## src/hw/frt_params.svh

```systemverilog
// Constants for the free-running timer core: offsets, fields, reset values.
// Assumes inclusion by the package, the timer module and the test bench.
`ifndef FRT_PARAMS_SVH
`define FRT_PARAMS_SVH

// Register indexes on the byte-wide register port
`define FRT_ADDR_CNT_HI    4'h0
`define FRT_ADDR_CNT_LO    4'h1
`define FRT_ADDR_ALT_HI    4'h2
`define FRT_ADDR_ALT_LO    4'h3
`define FRT_ADDR_STATUS    4'h4
`define FRT_ADDR_CTRL1     4'h5
`define FRT_ADDR_CTRL2     4'h6

// Counter values
`define FRT_CNT_RELOAD     16'hFFFC
`define FRT_CNT_MAX        16'hFFFF
`define FRT_CNT_ONE        16'h0001

// Field positions
`define FRT_SR_OVF_BIT     7
`define FRT_CR1_OVIE_BIT   5
`define FRT_CR2_CSEL_LO    2
`define FRT_CR2_EDGE_BIT   0

// Clock-select codes (external is both bits one)
`define FRT_CSEL_DIV2      2'h0
`define FRT_CSEL_DIV4      2'h1
`define FRT_CSEL_DIV8      2'h2
`define FRT_CSEL_EXT       2'h3

// Prescaler terminal counts
`define FRT_PRE_DIV2       3'h1
`define FRT_PRE_DIV4       3'h3
`define FRT_PRE_DIV8       3'h7
`define FRT_PRE_ZERO       3'h0
`define FRT_BYTE_ZERO      8'h00

`endif

```

## src/hw/frt_pkg.sv

```systemverilog
// Types shared by the free-running timer core.
// Assumes frt_params.svh is on the include path.
package frt_pkg;
   `include "frt_params.svh"

   // Register port request from the CPU side
   typedef struct packed {
      logic [3:0] addr;
      logic [7:0] wdata;
      logic       wr;
      logic       rd;
   } frt_req_t;

   // Power state of the CPU
   typedef struct packed {
      logic waitMode;
      logic haltMode;
   } frt_pwr_t;

   // Overflow clear sequence state
   typedef enum logic [0:0] {
      FRT_CLR_IDLE,
      FRT_CLR_ARMED
   } frt_clr_t;
endpackage : frt_pkg

```

## src/hw/frt_timer.sv

```systemverilog
// Free-running 16-bit timer core with byte-wide register port.
// Assumes one 100 MHz CPU clock, async active-low reset, and an
// external timer clock pin that is asynchronous to clk.
//
// Operation
// - 16-bit up-counter, one step per timer tick
// - Control register picks div 2/4/8 or external
// - Each view split into high and low bytes
// - Two views same count; alternate never clears flag
// - Low-byte write reloads counter with FFFC
// - Reset start value FFFC, the only reload
// - High-byte read latches low byte for later
// - Latched low byte frozen until low read
// - Unpaired low read returns live low byte
// - Wrap FFFF to 0000 sets overflow flag
// - Interrupt when enabled and CPU unmasked
// - Flag clears: status read, then main low access
// - Counter runs on in wait mode
// - Halt freezes counter, resumes from frozen count
// - Both select bits one picks external, edge chosen
// - External advances synchronised to CPU clock
`timescale 1ns/1ps
`default_nettype none

`include "frt_params.svh"

module frt_timer
   import frt_pkg::*;
(
   input  wire logic       clk,
   input  wire logic       rst_n,
   input  wire frt_req_t   busReq,
   output var  logic [7:0] rdData,
   input  wire frt_pwr_t   pwrState,
   input  wire logic       cpuIntMask,
   input  wire logic       extClkPin,
   output var  logic       timerIrq
);

   ////////////////////////////////////////////////////////////////////////
   // Address decode
   wire rdCntHi  = busReq.rd && (busReq.addr == `FRT_ADDR_CNT_HI);
   wire rdCntLo  = busReq.rd && (busReq.addr == `FRT_ADDR_CNT_LO);
   wire rdAltHi  = busReq.rd && (busReq.addr == `FRT_ADDR_ALT_HI);
   wire rdAltLo  = busReq.rd && (busReq.addr == `FRT_ADDR_ALT_LO);
   wire rdStatus = busReq.rd && (busReq.addr == `FRT_ADDR_STATUS);
   wire wrCntLo  = busReq.wr && (busReq.addr == `FRT_ADDR_CNT_LO);
   wire wrAltLo  = busReq.wr && (busReq.addr == `FRT_ADDR_ALT_LO);
   wire wrCtrl1  = busReq.wr && (busReq.addr == `FRT_ADDR_CTRL1);
   wire wrCtrl2  = busReq.wr && (busReq.addr == `FRT_ADDR_CTRL2);
   // Any high or low read of either view
   wire rdHigh   = rdCntHi || rdAltHi;
   wire rdLow    = rdCntLo || rdAltLo;
   // Main low byte accessed by read or write
   wire mainLoAccess = rdCntLo || wrCntLo;
   // Reload from either low-byte write
   wire reloadReq    = wrCntLo || wrAltLo;

   ////////////////////////////////////////////////////////////////////////
   // Control registers
   logic [7:0] ctrl1_ff;
   logic [7:0] ctrl2_ff;

   // Software-written control bytes
   always_ff @(posedge clk or negedge rst_n) begin
      if (!rst_n) begin
         ctrl1_ff <= `FRT_BYTE_ZERO;
         ctrl2_ff <= `FRT_BYTE_ZERO;
      end else begin
         if (wrCtrl1)
            ctrl1_ff <= busReq.wdata;
         if (wrCtrl2)
            ctrl2_ff <= busReq.wdata;
      end
   end

   wire [1:0] clkSel  = ctrl2_ff[`FRT_CR2_CSEL_LO +: 2];
   wire       edgeSel = ctrl2_ff[`FRT_CR2_EDGE_BIT];
   wire       ovfIe   = ctrl1_ff[`FRT_CR1_OVIE_BIT];
   wire       useExt  = (clkSel == `FRT_CSEL_EXT);

   ////////////////////////////////////////////////////////////////////////
   // External pin synchroniser and edge detect
   logic extSync1_ff;
   logic extSync2_ff;
   logic extPrev_ff;

   // Two-flop sync, then a third flop for the edge
   // Only the second and third flops feed logic; the first may be metastable
   always_ff @(posedge clk or negedge rst_n) begin
      if (!rst_n) begin
         extSync1_ff <= 1'b0;
         extSync2_ff <= 1'b0;
         extPrev_ff  <= 1'b0;
      end else begin
         extSync1_ff <= extClkPin;
         extSync2_ff <= extSync1_ff;
         extPrev_ff  <= extSync2_ff;
      end
   end

   // Rising when edge bit set, falling otherwise; relies on slow pin
   wire extRise = extSync2_ff && !extPrev_ff;
   wire extFall = !extSync2_ff && extPrev_ff;
   wire extTick = useExt && (edgeSel ? extRise : extFall);

   ////////////////////////////////////////////////////////////////////////
   // Prescaler
   logic [2:0] pre_ff;

   // Terminal count for the selected divider
   function automatic logic [2:0] preLimit(input logic [1:0] sel);
      case (sel)
         `FRT_CSEL_DIV2: preLimit = `FRT_PRE_DIV2;
         `FRT_CSEL_DIV4: preLimit = `FRT_PRE_DIV4;
         `FRT_CSEL_DIV8: preLimit = `FRT_PRE_DIV8;
         default:        preLimit = `FRT_PRE_ZERO;
      endcase
   endfunction : preLimit

   wire       frozen  = pwrState.haltMode;
   wire       preWrap = (pre_ff >= preLimit(clkSel));
   wire       intTick = !useExt && preWrap;
   wire       tick    = !frozen && (intTick || extTick);
   wire [2:0] nxt_pre = (preWrap || useExt) ? `FRT_PRE_ZERO
                                            : pre_ff + 3'h1;

   // Prescaler halts with the counter
   // A low-byte write also restarts the divider phase
   always_ff @(posedge clk or negedge rst_n) begin
      if (!rst_n)
         pre_ff <= `FRT_PRE_ZERO;
      else if (reloadReq)
         pre_ff <= `FRT_PRE_ZERO;
      else if (!frozen)
         pre_ff <= nxt_pre;
   end

   ////////////////////////////////////////////////////////////////////////
   // Counter
   logic [15:0] cnt_ff;
   // A reload in the same cycle wins: no wrap, no flag
   wire         wrapNow = tick && !reloadReq
                        && (cnt_ff == `FRT_CNT_MAX);
   wire [15:0]  nxt_cnt = reloadReq ? `FRT_CNT_RELOAD
                        : tick ? cnt_ff + `FRT_CNT_ONE
                        : cnt_ff;

   // Reset and reload both go to the single reload value
   always_ff @(posedge clk or negedge rst_n) begin
      if (!rst_n)
         cnt_ff <= `FRT_CNT_RELOAD;
      else
         cnt_ff <= nxt_cnt;
   end

   ////////////////////////////////////////////////////////////////////////
   // Buffered 16-bit read
   logic [7:0] loBuf_ff;
   logic       loHeld_ff;

   // First high read latches low byte; low read releases it
   // Either view's high read arms the one shared buffer
   always_ff @(posedge clk or negedge rst_n) begin
      if (!rst_n) begin
         loBuf_ff  <= `FRT_BYTE_ZERO;
         loHeld_ff <= 1'b0;
      end else if (rdHigh && !loHeld_ff) begin
         loBuf_ff  <= cnt_ff[7:0];
         loHeld_ff <= 1'b1;
      end else if (rdLow) begin
         loHeld_ff <= 1'b0;
      end
   end

   wire [7:0] loView = loHeld_ff ? loBuf_ff : cnt_ff[7:0];

   ////////////////////////////////////////////////////////////////////////
   // Overflow flag and two-step clear
   logic     ovf_ff;
   frt_clr_t clr_ff;
   frt_clr_t nxt_clr;

   // Arm on status read with flag set; fire on main low access
   always_comb begin
      nxt_clr = clr_ff;
      case (clr_ff)
         FRT_CLR_IDLE:
            if (rdStatus && ovf_ff)
               nxt_clr = FRT_CLR_ARMED;
         FRT_CLR_ARMED:
            if (mainLoAccess)
               nxt_clr = FRT_CLR_IDLE;
         default:
            nxt_clr = FRT_CLR_IDLE;
      endcase
   end

   wire clrFire = (clr_ff == FRT_CLR_ARMED) && mainLoAccess;

   // Set wins over a clear in the same cycle
   always_ff @(posedge clk or negedge rst_n) begin
      if (!rst_n) begin
         ovf_ff <= 1'b0;
         clr_ff <= FRT_CLR_IDLE;
      end else begin
         clr_ff <= nxt_clr;
         if (wrapNow)
            ovf_ff <= 1'b1;
         else if (clrFire)
            ovf_ff <= 1'b0;
      end
   end

   ////////////////////////////////////////////////////////////////////////
   // Read data and interrupt outputs
   wire [7:0] statusByte = {ovf_ff, 7'h00};
   wire [7:0] nxt_rd =
        (rdCntHi || rdAltHi) ? cnt_ff[15:8]
      : (rdCntLo || rdAltLo) ? loView
      : rdStatus             ? statusByte
      : (busReq.rd && busReq.addr == `FRT_ADDR_CTRL1) ? ctrl1_ff
      : (busReq.rd && busReq.addr == `FRT_ADDR_CTRL2) ? ctrl2_ff
      : `FRT_BYTE_ZERO;
   wire nxt_irq = ovf_ff && ovfIe && !cpuIntMask;

   // Registered outputs
   always_ff @(posedge clk or negedge rst_n) begin
      if (!rst_n) begin
         rdData   <= `FRT_BYTE_ZERO;
         timerIrq <= 1'b0;
      end else begin
         rdData   <= nxt_rd;
         timerIrq <= nxt_irq;
      end
   end
endmodule : frt_timer

`default_nettype wire
```

## config.mk

```make
export PLATFORM = sky130hd
export DESIGN_NAME = frt_timer
export DESIGN_NICKNAME = d
export VERILOG_FILES = /design/src/hw/frt_pkg.sv /design/src/hw/frt_timer.sv
export VERILOG_INCLUDE_DIRS = /design/src /design/src/hw
export SDC_FILE = /design/constraint.sdc
export NUM_CORES = 1
export LEC_CHECK = 0
export BUFFER_PORTS_ARGS = -buffer_cell sky130_fd_sc_hd__clkbuf_2
export CAP_MARGIN = 15
export CORE_MARGIN = 5
export CORE_UTILIZATION = 50
export CTS_CLUSTER_SIZE = 10
export DETAILED_ROUTE_END_ITERATION = 10
export PLACE_DENSITY_LB_ADDON = 0.15
export SETUP_SLACK_MARGIN = 0.1
export SYNTH_ARGS = -nofsm -noshare
export SYNTH_HDL_FRONTEND = slang
export SYNTH_SLANG_ARGS = --single-unit
```

## constraint.sdc

```tcl
create_clock -name clk -period 2 [get_ports clk]
set_input_delay 0.3 -clock clk [delete_from_list [all_inputs] [get_ports clk]]
set_output_delay 0.3 -clock clk [all_outputs]
set_load 0.05 [all_outputs]
```

After elaboration in Yosys (flattened, before gate mapping)
Cells that the tools add are included.

storage, ports and cells
  register bits = 58
  input bits = 20
  output and inout port bits = 9
  word-level logic and storage cells = 89

operators by class
  $add $sub $neg = 2
  $lt $le $gt $ge = 1
  equality and inequality tests = 11
  multiplexer cells = 20
  bitwise logic cells = 1
  reduce and logical (&&, ||, !) cells = 41

operators by type and width
  cell                                            number
  two-way mux 8 bit                               6
  two-way mux 16 bit                              2
  logical AND 1 bit                               23
  adder 16 x 1 -> 16 bit (second input constant)  1
  == test 16 bit (second input constant)          1
  == test 4 x 3 -> 1 bit (second input constant)  3
  two-way mux 3 bit                               3
  case mux 3 bit (3 select lines)                 1
  == test 4 x 2 -> 1 bit (second input constant)  2
  zero test 1 bit                                 7
  two-way mux 1 bit                               7
  logical OR 1 bit                                6
  nonzero test 2 bit                              3
  == test 2 bit (second input constant)           2
  == test 4 x 1 -> 1 bit (second input constant)  1
  zero test 4 bit                                 1
  adder 3 x 1 -> 3 bit (second input constant)    1
  >= comparator 3 bit                             1
  == test 2 x 1 -> 1 bit (second input constant)  1
  zero test 2 bit                                 1
  != test 2 x 1 -> 1 bit (second input constant)  1
  case mux 1 bit (2 select lines)                 1
  NOT 1 bit                                       1

Logic depth before layout (Yosys ltp)
Gate-level depths: netlist (run 1).

  depth in word-level cells = 9
  depth in mapped cells = 9
  gate-level depth less buffers = 9

Worst setup path before layout (run 1)
No wires, ideal clock.

  path kind = register to register
  start = reg ctrl2_ff[3]
  end = reg cnt_ff[14]
  library setup time = 0.064 ns
  arrival = 2.072 ns
  required time = 1.936 ns
  slack = -0.136 ns
  stages on the path, launching flop included = 9
  period minus slack after synthesis = 2.136 ns
  cell sequence = dfrtp_1 > ha_1 > inv_1 > ha_1 > and2b_1 > o21ai_2 > nand3_1 > or4_1 > nand3_1

on the way
  cells in the longest elaborated chain, start to end = 7
  elaborated cells on any way between the ends = 12
  those cells by class = order compare: 1; eq/ne: 3; mux: 1; reduce/logical: 7

RTL lines
  element                                  RTL line          source
  start, declared                          frt_timer.sv:62   logic [7:0] ctrl2_ff;
  start signal, assigned                   frt_timer.sv:68   ctrl2_ff <= `FRT_BYTE_ZERO;
  start signal, assigned                   frt_timer.sv:73   ctrl2_ff <= busReq.wdata;
  == test 2 bit (tied with other cells)    frt_timer.sv:113  case (sel)
  case mux 3 bit (3 select lines)          frt_timer.sv:113
  >= comparator 3 bit                      frt_timer.sv:122  wire preWrap = (pre_ff >= preLimit(clkSel));
  logical AND 1 bit                        frt_timer.sv:123  wire intTick = !useExt && preWrap;
  logical OR 1 bit (*)                     frt_timer.sv:124  wire tick = !frozen && (intTick || extTick);
  logical AND 1 bit (*)                    frt_timer.sv:124
  nonzero test 2 bit (no source line) (*)  --
  end signal, assigned                     frt_timer.sv:152  cnt_ff <= `FRT_CNT_RELOAD;
  end signal, assigned                     frt_timer.sv:154  cnt_ff <= nxt_cnt;
  end, declared                            frt_timer.sv:141  logic [15:0] cnt_ff;

Mark *: on every way between the ends. The rest lies on a longest branch, timed or not.
A chain may end at the register's enable or synchronous reset.

Worst setup path after layout (run 1)
  start = reg ctrl2_ff[3]
  end = reg cnt_ff[11]

Same word-level chain as after synthesis.

==> results of run 1 <==
cells by family (layout without fill, tap and decap cells):
| family | count (synthesis) | after routing | synth area share [%] |
|---|---|---|---|
| simple gates | 94 | 94 | 17.0 |
| flops | 58 | 58 | 50.9 |
| buf+inv | 20 | 74 | 2.77 |
| fa+ha+maj | 7 | 7 | 3.03 |
| xor+xnor | 10 | 10 | 3.03 |
| compound gates | 45 | 45 | 10.8 |
| mux | 33 | 33 | 12.4 |
layout make-up:
type                    instances  area share [%]
clock buffers                  11            3.55
clock inverters                 5            2.78
inverters                       6           0.609
multi-input cells             189            41.4
flip-flops and latches         58            39.8
well taps                      72            2.44
repair buffers                 52            9.44
per-layer routing:
layer,vias up,share of wire [%]
met4,0,1.6
met5,-,0
met3,8,3.5
met2,34,48
met1,1105,47
li1,1063,-
state kept, by name, summed over array words and instances, names as in the netlist:
signal / count
cnt_ff: 16
ctrl1_ff: 8
extSync1_ff: 1
clr_ff: 1
loBuf_ff: 8
extPrev_ff: 1
pre_ff: 3
ctrl2_ff: 8
ovf_ff: 1
timerIrq: 1
loHeld_ff: 1
rdData: 8
extSync2_ff: 1
stage by stage:
step,instances,util [%],area [µm²],power [mW]
6_report,393,66.3,3700,4.99
5_1_grt,393,66.3,3700,5.33
4_1_cts,390,64.6,3600,4.82
3_5_place_dp,370,58.8,3280,3.38
3_3_place_gp,370,58.8,3280,3.33
2_1_floorplan,267,-,2960,2.94
synth_stat cells (4+ instances only):
library cell   n
a211oi_1       8
a21oi_1       11
a22oi_1        7
buf_2          4
clkbuf_1       9
dfrtp_1       44
dfstp_2       14
ha_1           7
inv_1          6
mux2_2        22
mux2i_1       10
nand2_1       21
nand3_1       14
nor2_1        26
nor4_1         5
o21ai_0        6
o31ai_1        4
xnor2_1        6
xor2_1         4
how the worst max path moves through the flow:
| stage | start | endpoint | cells after the start |
|---|---|---|---|
| final | ctrl2_ff[3] | cnt_ff[11] | 9 |
| after global routing | ctrl2_ff[3] | cnt_ff[11] | 9 |
| after CTS | ctrl2_ff[2] | cnt_ff[15] | 8 |
| after detailed placement | ctrl2_ff[2] | cnt_ff[12] | 8 |
| after global placement | ctrl2_ff[2] | cnt_ff[12] | 8 |
| after floorplan | ctrl2_ff[2] | cnt_ff[15] | 8 |
power by group through the flow:
stage / logic (mW) / registers, mW / clock network, mW
finish: 1.77 / 1.92 / 1.30
CTS: 1.59 / 1.91 / 1.32
global route: 1.97 / 1.96 / 1.39
detailed placement: 1.46 / 1.92 / 0
floorplan: 1.08 / 1.86 / 0
global placement: 1.43 / 1.90 / 0
what timing repair did:
action                     in CTS  in global routing
pin swaps                       6                  5
setup endpoints to repair      20                 20
hold endpoints to repair       44                  0
hold buffers                    1                  0
gates resized for setup        10                 15
setup buffers                   3                  3
critical path: stages (launching register included):
cell and delay [ns]:
dfrtp_2 0.43, ha_4 0.15, inv_2 0.04, ha_4 0.24, and2b_2 0.23, o21ai_4 0.19, nand4_4 0.12, buf_6 0.16
or3_4 0.36, nand3_2 0.08
==> reports/metrics.yaml, run 1 <==
slew_headroom_pct: 69.2
arrival_ns: 2.33
final_cell_mix: "dfrtp_1 (42), clkbuf_2 (27), nor2_1 (24)"
crit_fanout: 7
cts_root_buf: "clkbuf_8"
setup_tns_ns: -0.187
worst_pin_slew_ns: 0.461
maxSlewViolCount: 0
rsz0062_at_grt: "true"
ys_top_cells_by_area: "dfrtp_1 (38%), dfstp_2 (13%), mux2_2 (8.6%)"
worstHoldStart: "extClkPin"
yosys.area.top_type_share_pct: 38.1
nNetsFinal: 343
grt_pass1_wl_um: 10800
internal_power_mw: 3.26
clock_skew_ns: 0.0121
min_period_ns: 2.06
pre_cts_ws_ns: -0.0967
fp.dieH_um: 86.0
rows: 27
p_sw_mw: 1.72
vias: 2210
drtPass1Iterations: 4
gr-usage-met2_pct: 29.6
min_to: "extSync1_ff"
p_leak_nw: 1.57
yosysTopAreaCell: "dfrtp_1"
cap_violations: 0
reg2reg_to: "cnt_ff[11]"
fmax_mhz: 486
peakVddDrop_mv: 1.27
clockBufferDepth: 2
start_util_pct: 51.8
port_buffers: 27
drive_gt1_share_pct: 42.4
cp-start-kind: "register"
die_width_um: 86.0
wl_per_cell_um: 16.3
syn_avg_cell_area_um2: 10.8
sw_frac_of_total_pct: 34.6
overflow: 0
clock_power_share_pct: 26.1
power_frac_seq_pct: 38.4
cts_sinks: 58
timing.rr.start: "ctrl2_ff[3]"
path_class: "register to register"
viasPerCell: 5.62
grt_max_degree: 59
synth-seq-cells: 58
whs_ns: 0.0638
violations: "setup timing"
num-fill-cells: 444
clk_latency_ns: 0.34
setup_slack_ns: -0.0583
top_usage_layer: "met2"
drc: 0
path_clk_slew_ns: 0.07
synth_edf_count: 0
synth_cells: 267
worstPathRequired_ns: 2.27
multi_input_area_um2: 1530
r2r_cells: 9
ys.flop_type: "dfrtp_1"
hold_violations: 0
syn_nets: 294
power.density_nw_per_um2: 1350
crit_path_end_kind: "register"
area_delta_synth_final_pct: 28.0
status: "complete, but fails checks"
setup_viol: 7
io_pins: 29
combPwrFrac_pct: 35.5
seq_area_frac_synth_pct: 50.9
period_share_pct: 103
core_um2: 5570
grt_use_met1_pct: 25.2
syn_area_um2: 2890
hp-class: "input port to register"
cts_buffers: 9
dieArea_um2: 7390
regArea_um2: 1470
antenna_found_initial: 0
hold_depth: 1
groute.usage.overall_pct: 18.8
grt_pass1_vias: 2215
grtUsageMet3_pct: 3.36
yosys_warnings: 0
drt-initial-drc-count: 86
ys_async_sr_fraction_pct: 100
rrSetupSlack_ns: -0.06
antenna_left: 0
cts_tree: "done"
antenna_cells: 0
routed_wl_um: 6400
ctsHtreeMaxLevel: 3
gp_congestion: 0.837
dpl.hpwl_um: 4330
final_common_cell: "dfrtp_1"
synthDistinctLibCells: 45
Note: power is estimated with default switching activity, not from simulation.
==> run 2: changes to the inputs <==
- CTS_CLUSTER_DIAMETER: not set -> 200
- clock period: 2 -> 1.8 ns (I/O delays scaled with it)
==> reports/metrics.yaml, run 2 (synthesis gave the netlist of run 1 again) <==
status: "complete, but fails checks"
violations: "setup timing"
grt_max_degree: 59  # unchanged
path_clk_slew_ns: 0.07  # about the same
routed_wl_um: 6500  # +1.7%
setup_slack_ns: -0.253  # -0.195 ns
core_um2: 5570  # unchanged
antenna_cells: 0  # unchanged
cts_sinks: 58  # unchanged
drt-initial-drc-count: 96  # +12%
largest_reg_flops: 16  # unchanged
final_cell_mix: "dfrtp_1 (43), buf_4 (29), clkbuf_2 (27)"
crit_buf_inv: 1  # -1
path_class: "register to register"
path_cells: "ha_4 -> inv_1 -> ha_1 -> and2b_1 -> o21ai_4 -> nand4_4 -> or4_4 -> nand3_2"
fp.dieH_um: 86.0  # unchanged
hold_violations: 0  # unchanged
drive_gt1_share_pct: 43.8  # +1.4 points
drc: 0  # unchanged
cp-start-kind: "register"
grt_pass1_wl_um: 11300  # +4.6%
final_common_cell: "dfrtp_1"
hp-class: "input port to register"
overflow: 0  # unchanged
gp_congestion: 0.779  # -7.0%
cap_violations: 0  # unchanged
antenna_left: 0  # unchanged
min_period_ns: 2.05  # -0.00528 ns
setup_viol: 20  # +13
maxSlewViolCount: 0  # unchanged
groute.usage.overall_pct: 19.9  # +1.1 points
peakVddDrop_mv: 0.820  # -36%
wl_per_cell_um: 16.2  # -0.37%
post-route-util_pct: 66.8  # +0.47 points
cts_root_buf: "clkbuf_8"
cts_buffers: 9  # unchanged
port_buffers: 27  # unchanged
worst_pin_slew_ns: 0.465  # +0.00327 ns
crit_path_end_kind: "register"
crit_family: "simple AND/OR/NAND/NOR gates"
slew_headroom_pct: 69.0  # -0.22 points
power.density_nw_per_um2: 1460  # +8.4%
p_leak_nw: 1.60  # +2.1%
crit_fanout: 4  # -3
dieArea_um2: 7390  # unchanged
drtPass1Iterations: 4  # unchanged
die_width_um: 86.0  # unchanged
period_share_pct: 114  # +11 points
dpl.hpwl_um: 4610  # +6.5%
arrival_ns: 2.33  # about the same
setup_tns_ns: -2.23  # -2.04 ns
fmax_mhz: 487  # +0.26%
clk_latency_ns: 0.34  # about the same
grt_pass1_vias: 2325  # +5.0%
area_delta_synth_final_pct: 29.0
nNetsFinal: 351  # +2.3%
antenna_found_initial: 0  # unchanged
io_pins: 29  # unchanged
clockBufferDepth: 2  # unchanged
start_util_pct: 51.8  # unchanged
worstPathRequired_ns: 2.08  # -0.19 ns
max_stage_delay_ns: 0.51  # +0.08 ns
clock_skew_ns: 0.0142  # +0.00216 ns
viasPerCell: 5.48  # -2.6%
slowest_stage: "or4_4"
largest-register: "cnt_ff"
ctsHtreeMaxLevel: 3  # unchanged
rsz0062_at_grt: "true"
cts_tree: "done"
vias: 2197  # -0.59%
rows: 27  # unchanged
## run 2: power by group
group / internal [mW] / switching, mW
Clock: 0.750 / 0.523
Sequential: 1.76 / 0.320
Combinational: 1.00 / 1.09
## run 2: per-stage QoR
| step | instance area, µm² | total power, mW | std cells | hold slack [ns] | worst slack [ns] |
|---|---|---|---|---|---|
| 2_1_floorplan | 2970 | 3.28 | 267 | -0.0256 | -0.244 |
| 4_1_cts | 3680 | 5.41 | 401 | 0.0255 | -0.289 |
| 5_1_grt | 3720 | 5.83 | 401 | 0.0211 | -0.357 |
| 3_3_place_gp | 3380 | 3.92 | 383 | 0.300 | -0.242 |
| 6_report | 3720 | 5.45 | 401 | 0.0396 | -0.253 |
| 3_5_place_dp | 3380 | 3.98 | 383 | 0.300 | -0.265 |
## run 2: worst reg2reg max path, stage by stage (launching register included)
cell and delay, ns:
dfrtp_2 0.43, ha_4 0.15, inv_1 0.04, ha_1 0.25
and2b_1 0.20, o21ai_4 0.22, nand4_4 0.13, or4_4 0.51
nand3_2 0.07
## run 2: repair_timing
action                     4_1_cts  5_1_grt
pin swaps                       11        7
gates resized for setup         13        7
setup endpoints to repair       20       20
hold buffers                     1        0
buffers inserted                 1        0
gates cloned                     0        0
hold endpoints to repair        44        0
## run 2: routing by layer
layer	share of wire, %	track usage, %	vias up
met5	0	0	-
met4	1.3	6.47	0
met3	3.7	5.19	9
met2	48	31.0	32
met1	47	26.9	1074
li1	-	-	1082
## run 2: final cells by class
cell class                 count  area (µm²)
fill                         439        1850
timing repair buffer          60         405
tap                           72        90.1
inverter                       6        22.5
clock inverter                 4        48.8
multi-input combinational    189        1520
clock buffer                  12         165
sequential                    58        1470
## run 2: worst paths after layout
path                                     to         from  slack, ns  cells past startpoint
worst max-delay path             cnt_ff[15]  ctrl2_ff[3]      -0.25                      8
worst min-delay path            extSync1_ff    extClkPin       0.04                      1
worst max register to register   cnt_ff[15]  ctrl2_ff[3]      -0.25                      8
worst min register to register  extSync2_ff  extSync1_ff       0.36                      0
max in group asynchronous        cnt_ff[10]        rst_n       1.01                      3
min in group asynchronous         rdData[4]        rst_n       0.45                      3
==> run 3: changes to the inputs <==
- CORE_ASPECT_RATIO: not set -> 1.5
==> reports/metrics.yaml, run 3 (synthesis gave the netlist of run 1 again) <==
p_leak_nw: 1.60  # +0.20%
crit_path_end_kind: "register"
hp-class: "input port to register"
slowest_stage: "or4_4"
placed_cells: 383  # unchanged
cp-endpoint: "cnt_ff[15]"
cts_buffers: 9  # unchanged
rows: 34  # +26%
timing.rr.start: "ctrl2_ff[2]"
final_common_cell: "dfrtp_1"
drt-initial-drc-count: 130  # +35%
start_util_pct: 50.6  # -1.1 points
worstPathRequired_ns: 2.08  # about the same
nNetsFinal: 354  # +0.85%
slew_headroom_pct: 64.5  # -4.5 points
fmax_mhz: 472  # -3.1%
min_period_ns: 2.12  # +0.0652 ns
rsz0062_at_grt: "true"
cts_root_buf: "clkbuf_8"
cts_sinks: 58  # unchanged
layout.cells.non_filler: 404  # +0.75%
power.density_nw_per_um2: 1480  # +1.3%
die_width_um: 72.0  # -16%
area_delta_synth_final_pct: 29.8
rrSetupSlack_ns: -0.32  # -0.07 ns
antenna_left: 0  # unchanged
viasPerCell: 5.48  # about the same
setup_slack_ns: -0.318  # -0.0652 ns
io_pins: 29  # unchanged
drtPass1Iterations: 4  # unchanged
routed_wl_um: 6890  # +6.0%
hold_violations: 0  # unchanged
post-route-util_pct: 65.7  # -1.1 points
whs_ns: 0.0376  # -0.00200 ns
crit_buf_inv: 2  # +1
dieArea_um2: 7420  # +0.42%
grt_max_degree: 27  # -54%
worst_pin_slew_ns: 0.532  # +0.0677 ns
status: "complete, but fails checks"
cap_violations: 0  # unchanged
final_cell_mix: "dfrtp_1 (43), buf_4 (31), clkbuf_2 (27)"
overflow: 0  # unchanged
gp_congestion: 0.818  # +5.0%
cp_common_cell: "ha_4"
largest_reg_flops: 16  # unchanged
clk_latency_ns: 0.34  # about the same
ctsHtreeMaxLevel: 3  # unchanged
wl_per_cell_um: 17.1  # +5.2%
drive_gt1_share_pct: 44.3  # +0.51 points
worstSetupStartpoint: "ctrl2_ff[2]"
crit_family: "simple AND/OR/NAND/NOR gates"
maxSlewViolCount: 0  # unchanged
period_share_pct: 118  # +3.6 points
path_class: "register to register"
grt_pass1_vias: 2235  # -3.9%
cts_tree: "done"
setup_viol: 20  # unchanged
reg2reg_to: "cnt_ff[15]"
arrival_ns: 2.40  # +0.07 ns
cp-start-kind: "register"
grt_pass1_wl_um: 11100  # -1.1%
r2r_cells: 9  # +1
pre_cts_ws_ns: -0.345  # -0.0800 ns
port_buffers: 27  # unchanged
path_clk_slew_ns: 0.07  # about the same
max_stage_delay_ns: 0.50  # about the same
clockBufferDepth: 2  # unchanged
crit_fanout: 4  # unchanged
fp.dieH_um: 103  # +20%
path_depth: 9  # +1
groute.usage.overall_pct: 20.0  # +0.084 points
vias: 2213  # +0.73%
clock_skew_ns: 0.00962  # -0.00462 ns
dpl.hpwl_um: 4950  # +7.3%
path_cells: "buf_6 -> ha_4 -> inv_2 -> ha_4 -> and2b_2 -> o21ai_4 -> nand4_4 -> or4_4 -> nand3_1"
largest-register: "cnt_ff"
antenna_cells: 0  # unchanged
antenna_found_initial: 0  # unchanged
core_um2: 5700  # +2.3%
drc: 0  # unchanged
peakVddDrop_mv: 1.08  # +32%
violations: "setup timing"
num-fill-cells: 488  # +11%
run 3: repair_timing:
action                                  in CTS  in global routing
pin swaps                                    3                  5
hold buffers                                 1                  0
setup buffers                                2                  3
endpoints found under the hold margin       13                  0
endpoints found under the setup margin      20                 20
gates resized for setup                      3                 17
run 3: through the flow:
step                area (µm²)  power (mW)  TNS [ns]
floorplan                 2970        3.28     -1.51
global placement          3380        3.90     -3.08
detailed placement        3380        3.95     -4.29
CTS                       3640        5.34     -3.49
global route              3750        5.90     -5.41
finish                    3750        5.55     -3.38
run 3: final cells by class:
class	instances	area (µm²)	share of cell area, %
sequential	58	1470	39.2
inverter	6	22.5	0.601
multi-input combinational	189	1510	40.4
tap	72	90.1	2.40
timing repair buffer	63	432	11.5
clock buffer	9	124	3.31
clock inverter	7	93.8	2.51
run 3: worst min-delay path by stage:
| stage | slack [ns] | cells past startpoint | endpoint | startpoint |
|---|---|---|---|---|
| 2_1_floorplan | -0.03 | 0 | clr_ff | rst_n |
| 3_3_place_gp | 0.27 | 1 | loBuf_ff[5] | rst_n |
| 3_5_place_dp | 0.27 | 1 | loBuf_ff[5] | rst_n |
| 4_1_cts | 0.02 | 1 | extSync1_ff | extClkPin |
| 5_1_grt | 0.02 | 1 | extSync1_ff | extClkPin |
| 6_report | 0.04 | 1 | extSync1_ff | extClkPin |
run 3: power breakdown:
group	switching [mW]	total (mW)	internal, mW	leakage, nW
clock network	0.563	1.34	0.776	0.105
registers	0.315	2.07	1.76	0.689
logic	1.10	2.14	1.03	0.810
run 3: per-layer routing:
| metal | wire (µm) | global-route usage (%) | vias to the layer above |
|---|---|---|---|
| li1 | - | - | 1080 |
| met1 | 2910 | 24.6 | 1083 |
| met2 | 3600 | 33.6 | 40 |
| met3 | 235 | 4.39 | 10 |
| met4 | 150 | 8.68 | 0 |
| met5 | 0 | 0 | - |
